File: src/verilog/ibs_pkg.sv
// Constants for the channel-two bus-master status and pointer bank
package ibs_pkg;
    // ==========================================================
    // Register offsets within the bus-master I/O block
    localparam logic [3:0] IBS_OFF_RSVD_A = 4'h9;
    localparam logic [3:0] IBS_OFF_STATUS = 4'ha;
    localparam logic [3:0] IBS_OFF_RSVD_B = 4'hb;
    localparam logic [3:0] IBS_OFF_BASE0 = 4'hc;
    localparam logic [3:0] IBS_OFF_BASE1 = 4'hd;
    localparam logic [3:0] IBS_OFF_BASE2 = 4'he;
    localparam logic [3:0] IBS_OFF_BASE3 = 4'hf;
    // ==========================================================
    // Status field positions
    localparam int IBS_BIT_ACTIVE = 0;
    localparam int IBS_BIT_ERROR = 1;
    localparam int IBS_BIT_IRQ = 2;
    localparam int IBS_BIT_CAP1 = 3;
    localparam int IBS_BIT_CAP2 = 6;
    localparam int IBS_BIT_SIMPLEX = 7;
    // ==========================================================
    // Reset values
    localparam logic [7:0] IBS_STATUS_RST = 8'h00;
    localparam logic [29:0] IBS_BASE_RST = 30'h00000000;
    localparam logic [7:0] IBS_RDATA_RST = 8'h00;
    // ==========================================================
    // Register state of the bank
    typedef struct packed {
        logic active;
        logic error;
        logic irq;
        logic cap1;
        logic cap2;
        logic irq_sync1;
        logic irq_sync2;
        logic irq_prev;
        logic start_prev;
        logic [29:0] base;
        logic [7:0] rdata;
        logic run;
        logic abort;
        logic dir_write;
    } ibs_state_t;
endpackage : ibs_pkg

File: src/verilog/ibs_status_regs.sv
// Channel-two bus-master status flags and descriptor-table pointer
`timescale 1ns/100ps
module ibs_status_regs
    import ibs_pkg::*;
(
    // Clock and reset
    input wire logic sys_clk_in,
    input wire logic rst_n_in,
    // Byte register port
    input wire logic [3:0] reg_addr_in,
    input wire logic reg_wr_in,
    input wire logic reg_rd_in,
    input wire logic [7:0] reg_wdata_in,
    output logic [7:0] reg_rdata_out,
    // Command register and engine links
    input wire logic start_bit_in,
    input wire logic dir_bit_in,
    input wire logic drive_sel_in,
    input wire logic end_of_table_flag_done_in,
    input wire logic mem_error_in,
    // Drive interrupt pin
    input wire logic channel_two_drive_irq_in,
    // Status and control outputs
    output logic [7:0] status_out,
    output logic [31:0] descriptor_base_out,
    output logic dma_run_out,
    output logic dma_abort_out,
    output logic dma_dir_write_out
);
    // ==========================================================
    // State
    ibs_state_t cur;
    ibs_state_t nxt;
    logic irq_rise;
    logic start_rise;
    logic start_fall;
    logic status_wr;
    logic drive_cap;
    logic [7:0] status_view;

    // ==========================================================
    // Next-state logic
    always_comb begin
        nxt = cur;
        irq_rise = cur.irq_sync2 && !cur.irq_prev;
        start_rise = start_bit_in && !cur.start_prev;
        start_fall = !start_bit_in && cur.start_prev;
        status_wr = reg_wr_in && (reg_addr_in == IBS_OFF_STATUS);
        drive_cap = drive_sel_in ? cur.cap2 : cur.cap1;
        status_view = 8'h00;
        status_view[IBS_BIT_ACTIVE] = cur.active;
        status_view[IBS_BIT_ERROR] = cur.error;
        status_view[IBS_BIT_IRQ] = cur.irq;
        status_view[IBS_BIT_CAP1] = cur.cap1;
        status_view[IBS_BIT_CAP2] = cur.cap2;
        status_view[IBS_BIT_SIMPLEX] = 1'b0;

        // Pin passes two flops before the edge detector reads it
        nxt.irq_sync1 = channel_two_drive_irq_in;
        nxt.irq_sync2 = cur.irq_sync1;
        nxt.irq_prev = cur.irq_sync2;
        nxt.start_prev = start_bit_in;

        // Activity: stop and end-of-table win over a same-cycle start
        if (start_rise) begin
            nxt.active = 1'b1;
        end
        if (end_of_table_flag_done_in) begin
            nxt.active = 1'b0;
        end
        if (start_fall || !start_bit_in) begin
            nxt.active = 1'b0;
        end

        // Error and irq are write-one-clear, a same-cycle event keeps them set; cap bits take the written value
        if (status_wr && reg_wdata_in[IBS_BIT_ERROR]) begin
            nxt.error = 1'b0;
        end
        if (status_wr && reg_wdata_in[IBS_BIT_IRQ]) begin
            nxt.irq = 1'b0;
        end
        if (mem_error_in && cur.active) begin
            nxt.error = 1'b1;
        end
        if (irq_rise) begin
            nxt.irq = 1'b1;
        end
        if (status_wr) begin
            nxt.cap1 = reg_wdata_in[IBS_BIT_CAP1];
            nxt.cap2 = reg_wdata_in[IBS_BIT_CAP2];
        end

        // Pointer bytes; low two bits are not stored
        if (reg_wr_in) begin
            unique case (reg_addr_in)
                IBS_OFF_BASE0: nxt.base[5:0] = reg_wdata_in[7:2];
                IBS_OFF_BASE1: nxt.base[13:6] = reg_wdata_in;
                IBS_OFF_BASE2: nxt.base[21:14] = reg_wdata_in;
                IBS_OFF_BASE3: nxt.base[29:22] = reg_wdata_in;
                default: begin
                end
            endcase
        end

        // Read answer one cycle after the strobe; unmapped reads zero
        if (reg_rd_in) begin
            unique case (reg_addr_in)
                IBS_OFF_STATUS: nxt.rdata = status_view;
                IBS_OFF_BASE0: nxt.rdata = {cur.base[5:0], 2'b00};
                IBS_OFF_BASE1: nxt.rdata = cur.base[13:6];
                IBS_OFF_BASE2: nxt.rdata = cur.base[21:14];
                IBS_OFF_BASE3: nxt.rdata = cur.base[29:22];
                default: nxt.rdata = 8'h00;
            endcase
        end

        // Engine control: stop drops run and pulses abort at once; dir_write keeps following dir_bit_in
        nxt.abort = start_fall;
        nxt.run = nxt.active && start_bit_in && drive_cap;
        nxt.dir_write = dir_bit_in;

        if (!rst_n_in) begin
            nxt = '0;
            nxt.active = IBS_STATUS_RST[IBS_BIT_ACTIVE];
            nxt.error = IBS_STATUS_RST[IBS_BIT_ERROR];
            nxt.irq = IBS_STATUS_RST[IBS_BIT_IRQ];
            nxt.cap1 = IBS_STATUS_RST[IBS_BIT_CAP1];
            nxt.cap2 = IBS_STATUS_RST[IBS_BIT_CAP2];
            nxt.base = IBS_BASE_RST;
            nxt.rdata = IBS_RDATA_RST;
        end
    end

    // ==========================================================
    // Registers
    always_ff @(posedge sys_clk_in) begin
        cur <= nxt;
    end

    // ==========================================================
    // Outputs straight from state flops
    always_comb begin
        reg_rdata_out = cur.rdata;
        status_out = {1'b0, cur.cap2, 2'b00, cur.cap1, cur.irq,
                      cur.error, cur.active};
        descriptor_base_out = {cur.base, 2'b00};
        dma_run_out = cur.run;
        dma_abort_out = cur.abort;
        dma_dir_write_out = cur.dir_write;
    end
endmodule : ibs_status_regs

File: config.mk
export PLATFORM = sky130hd
export DESIGN_NAME = ibs_status_regs
export DESIGN_NICKNAME = d
export VERILOG_FILES = /design/src/verilog/ibs_pkg.sv /design/src/verilog/ibs_status_regs.sv
export SDC_FILE = /design/constraint.sdc
export NUM_CORES = 1
export LEC_CHECK = 0
export BUFFER_PORTS_ARGS = -buffer_cell sky130_fd_sc_hd__buf_2
export CAP_MARGIN = 20
export CORE_ASPECT_RATIO = 2
export CORE_MARGIN = 4
export CORE_UTILIZATION = 47
export DETAILED_ROUTE_END_ITERATION = 10
export PLACE_DENSITY = 0.85
export SLEW_MARGIN = 0
export SYNTH_ARGS = -nofsm -noshare
export SYNTH_HDL_FRONTEND = slang
export SYNTH_SLANG_ARGS = --single-unit
File: constraint.sdc
create_clock -name sys_clk_in -period 1.1 [get_ports sys_clk_in]
set_input_delay 0.11 -clock sys_clk_in [delete_from_list [all_inputs] [get_ports sys_clk_in]]
set_output_delay 0.11 -clock sys_clk_in [all_outputs]
set_load 0.01 [all_outputs]
Yosys cells after proc, flatten, opt, wreduce, memory -nomap -nowiden
Index checks and enable logic that the tools add are counted.
{ "word_totals": {"out_inout_bits": 51, "regBits": 50, "inputBits": 22, "word_cells": 50} }
{ "classes": {"n_reduce_logical": 19, "n_eq_ne": 5, "muxes": 9} }
{ "op_table": {"columns": ["cell", "count"], "rows": [
  ["8-bit one-hot mux with 5 select lines", 1],
  ["4-bit == test (second input constant)", 5],
  ["1-bit logical AND", 9],
  ["1-bit two-way mux", 8],
  ["2-bit AND reduction", 4],
  ["2-bit nonzero test", 2],
  ["1-bit zero test", 3],
  ["1-bit logical OR", 1]
]} }

Longest topological paths before layout
{ "depth": {"word_depth": 7, "mapped_depth": 6, "depth_no_buf": 4} }

Worst setup path before layout
Ideal clock, no wire load.
{ "synth_timing": {"path_kind": "input-to-reg", "startpoint": "input reg_addr_in[0]", "endpoint": "register cur, in the netlist reg_rdata_out[3]", "path_slack_ns": -0.069, "path_buffers": 2, "setup_ns": 0.128, "required_ns": 0.972, "arrival_time_ns": 1.041, "stages": 5, "cell_sequence": "buf_6 > buf_6 > mux2_4 > a222oi_1 > o21ai_1"} }
{ "synth_between": {"elab_chain_len": 2, "word_cells_on_any_way": 6, "classes_between": "5 x eq/ne; 1 x mux"} }
{ "synth_lines": {"columns": ["element", "line_no", "text"], "rows": [
  ["start, declared", "ibs_status_regs.sv:10", "input wire logic [3:0] reg_addr_in,"],
  ["4-bit == test", "ibs_status_regs.sv:107", "unique case (reg_addr_in)"],
  ["8-bit one-hot mux with 5 select lines (*)", "ibs_status_regs.sv:107", null],
  ["end signal, assigned", "ibs_status_regs.sv:137", "cur <= nxt;"],
  ["end, declared", "ibs_status_regs.sv:32", "ibs_state_t cur;"]
]} }
Mark *: on every way between the ends. The rest lies on a longest branch, timed or not.
A chain may end at the register's enable or synchronous reset.

Final worst setup path
{ "layout_timing": {"startpoint": "register cur, in the netlist descriptor_base_out[22]", "endpoint": "register cur, in the netlist reg_rdata_out[6]"} }
{ "layout_between": {"elab_chain_len": 1} }
{ "layout_lines": {"columns": ["element", "line_no"], "rows": [
  ["8-bit one-hot mux with 5 select lines", "ibs_status_regs.sv:107"]
]} }
Every way passes these cells.

==> impl_metrics.yaml <==
run_status:
  status: "finished, violations left"
  violations: "negative setup slack"
sta:
  fin_crit_ps: 1140
  final-hold-violation-count: 0
  grt_setup_unrepaired: "true"
  min_period_over_period: 1.04
  fin_tns_setup_ps: -78.6
  worst_slack_ps: -42.0
  finalClockSkew_ps: 7.18
  fmax_ghz: 0.876
  slew_violations: 0
  setup_viol: 3
power:
  ir_worst_vdd_v: 0.00137
  power_density_mw_per_mm2: 1160
  p_leak_nw: 1.30
worst_setup_path:
  cp.required_ps: 1290
  path_cells: "mux2_4 > a222oi_1 > o21ai_1"
  crit_fanout: 2
  critical_path_class: "flip-flop to flip-flop"
  rr_endpoint: "reg_rdata_out[6]$_SDFFE_PN0P_"
  reg2reg_depth: 3
  r2r_setup_slack_ps: -40
  max_stage_delay_ps: 330
  critPathLaunchType: "flip-flop"
  cpMaxStageDelayCell: "dfxtp_2"
  path_buf_inv: 0
  end_kind: "flip-flop"
  crit_family: "compound AO/OA/AOI/OAI gates"
  r2r_start: "descriptor_base_out[22]$_SDFFE_PN0P_"
  crit_arrival_ps: 1330
floorplanning:
  die_w_um: 60.0
  die_h_um: 112
  rows: 37
  die_area_sq_mm: 0.00673
  start_util: 0.491
  ios: 73
  coreArea_sq_mm: 0.00518
synthesis:
  synth_edf_count: 0
  synthArstFlopShare: 0
  ys_seq_elements: 50
  synthTopCellsByArea: "dfxtp_1 39%, buf_4 14%, mux2i_1 13%, nor2b_1 7.9%, a21boi_0 2.7%"
  synth_cell_type_count: 40
  synth_area_per_cell_sq_um: 9.83
  synth_top_area_frac: 0.393
  netlist_area_sq_mm: 0.00255
  yosysTopAreaCell: "dfxtp_1"
  ys_warn_count: 0
  syn_inst: 259
  synthFlopType: "dfxtp_1"
  ys_seq_area_frac: 0.393
clock_tree:
  cts_made_buffers: 5
  cts.sinks: 50
  clk_latency_ps: 310
  cts_tree: "done"
  cts_post_setup_buffers_inserted: 0
  path_clk_slew_ps: 80
  h-tree-depth: 2
  clockBufferDepth: 2
  root_buffer: "clkbuf_8"
job:
  maxCapViolCount: 0
cells_and_area:
  diodes: 0
  drive_gt1_frac: 0.378
  num-nets-final: 325
  syn_to_final_growth_pct: 11.9
routing:
  vias: 1879
  ant_nets: 0
  drc_errors: 0
  drt_iter0_drc: 48
  drt_pre_antenna_iters: 6
  vias_per_cell: 5.19
  drt_wl_total_um: 5680
  routedWlPerCell_um: 15.7
placed_design:
  gp_congestion: 0.889
  port_buffers: 67
  dpl_worst_slack_ps: -195
  hpwl_um: 4430
worst_hold_path:
  min_to: "dma_dir_write_out$_SDFF_PN0_"
  hold_path_startpoint: "dir_bit_in"
  min_path_cells: 2
  hold_class: "input port to flip-flop"
global_routing:
  grt_pass1_wl_um: 9300
  first_global_vias: 1956
  use_met2: 0.315
  grt_max_degree: 41
  use_met3: 0.0414
  grt_usage: 0.182
  top_usage_layer: "met2"
  grt_antenna_before_repair: 0
  grtUsageMet1: 0.197
  grt_overflow: 0
==> through the flow <==
stage               utilization  cell area [sq um]  std cells  power, mW  hold WS [ps]
detailed placement        0.526               2730        353       2.24           300
global placement          0.526               2730        353       2.23           291
CTS                       0.547               2830        362       3.32          6.64
finish                    0.549               2850        362       3.30          12.1
global route              0.549               2850        362       3.43          13.4
floorplan                     -               2580        263       2.13           189
==> sequential cells by signal (all words and copies together), names as in the netlist <==
name and count:
reg_rdata_out 8, status_out 5, dma_abort_out 1, descriptor_base_out 30, dma_run_out 1, cur 4
dma_dir_write_out 1
==> placed cells by master (no fill, tap or decap), drive strengths merged, types with 2 or more instances in the layout <==
master / instances
a22o: 6
a222oi: 2
nand3: 2
nor3b: 2
and3: 2
o21ai: 13
mux2: 3
and3b: 2
nor2: 3
a221oi: 2
nor2b: 32
buf: 93
dfxtp: 50
a21boi: 9
clkbuf: 7
mux2i: 33
and2: 5
nor3: 2
conb: 5
nand2: 16
o22ai: 3
==> cell type report <==
cell class,instances,area [sq um]
fillers,504,2340
multi-input cells,151,1120
flip-flops and latches,50,1010
repair buffers,94,553
clock buffers,7,86.3
well taps,58,72.6
clock inverters,1,5.00
inverters,1,3.75
==> cell usage after synthesis (2+ instances only) <==
master and instances:
a221oi_1 2, mux2i_1 33, buf_6 5, nor2_1 2
mux2_2 2, o21ai_1 2, dfxtp_1 50, and3b_1 2
a22o_1 6, and2_1 5, o21ai_0 11, a222oi_1 2
o22ai_1 3, clkbuf_1 4, and3_1 2, a21boi_0 9
nor2b_1 32, buf_2 2, nand2_1 16, buf_4 49
==> worst max-delay path by stage <==
stage | slack [ps] | endpoint | startpoint | cells past startpoint
floorplan | -20 | reg_rdata_out[3]$_SDFFE_PN0P_ | reg_addr_in[0] | 5
global placement | -170 | reg_rdata_out[3]$_SDFFE_PN0P_ | reg_addr_in[0] | 5
detailed placement | -190 | descriptor_base_out[14]$_SDFFE_PN0P_ | reg_addr_in[2] | 6
CTS | -40 | reg_rdata_out[6]$_SDFFE_PN0P_ | descriptor_base_out[22]$_SDFFE_PN0P_ | 3
global route | -130 | reg_rdata_out[3]$_SDFFE_PN0P_ | descriptor_base_out[19]$_SDFFE_PN0P_ | 3
finish | -40 | reg_rdata_out[6]$_SDFFE_PN0P_ | descriptor_base_out[22]$_SDFFE_PN0P_ | 3
==> where the power goes <==
part	internal (mW)	switching, mW
Combinational	0.161	0.180
Sequential	1.84	0.0198
Clock	0.508	0.592
Total	2.51	0.792
==> repair_timing <==
action                                  4_1_cts  5_1_grt
hold endpoints to repair                      2        0
pin swaps                                     1        2
gates resized for setup                       3        7
hold buffers                                  1        0
endpoints found under the setup margin        3        3
==> cell families after synthesis <==
| group | synth area share |
|---|---|
| other cells | 0.00147 |
| compound gates | 0.114 |
| mux | 0.144 |
| flops | 0.393 |
| simple gates | 0.167 |
| buf+inv | 0.179 |
==> per-layer routing <==
metal / share of wire / vias to the layer above
met5: 0 / -
met4: 0.037 / 0
met2: 0.53 / 66
met3: 0.064 / 15
met1: 0.37 / 873
li1: - / 925
(Power assumes the default switching activity.)
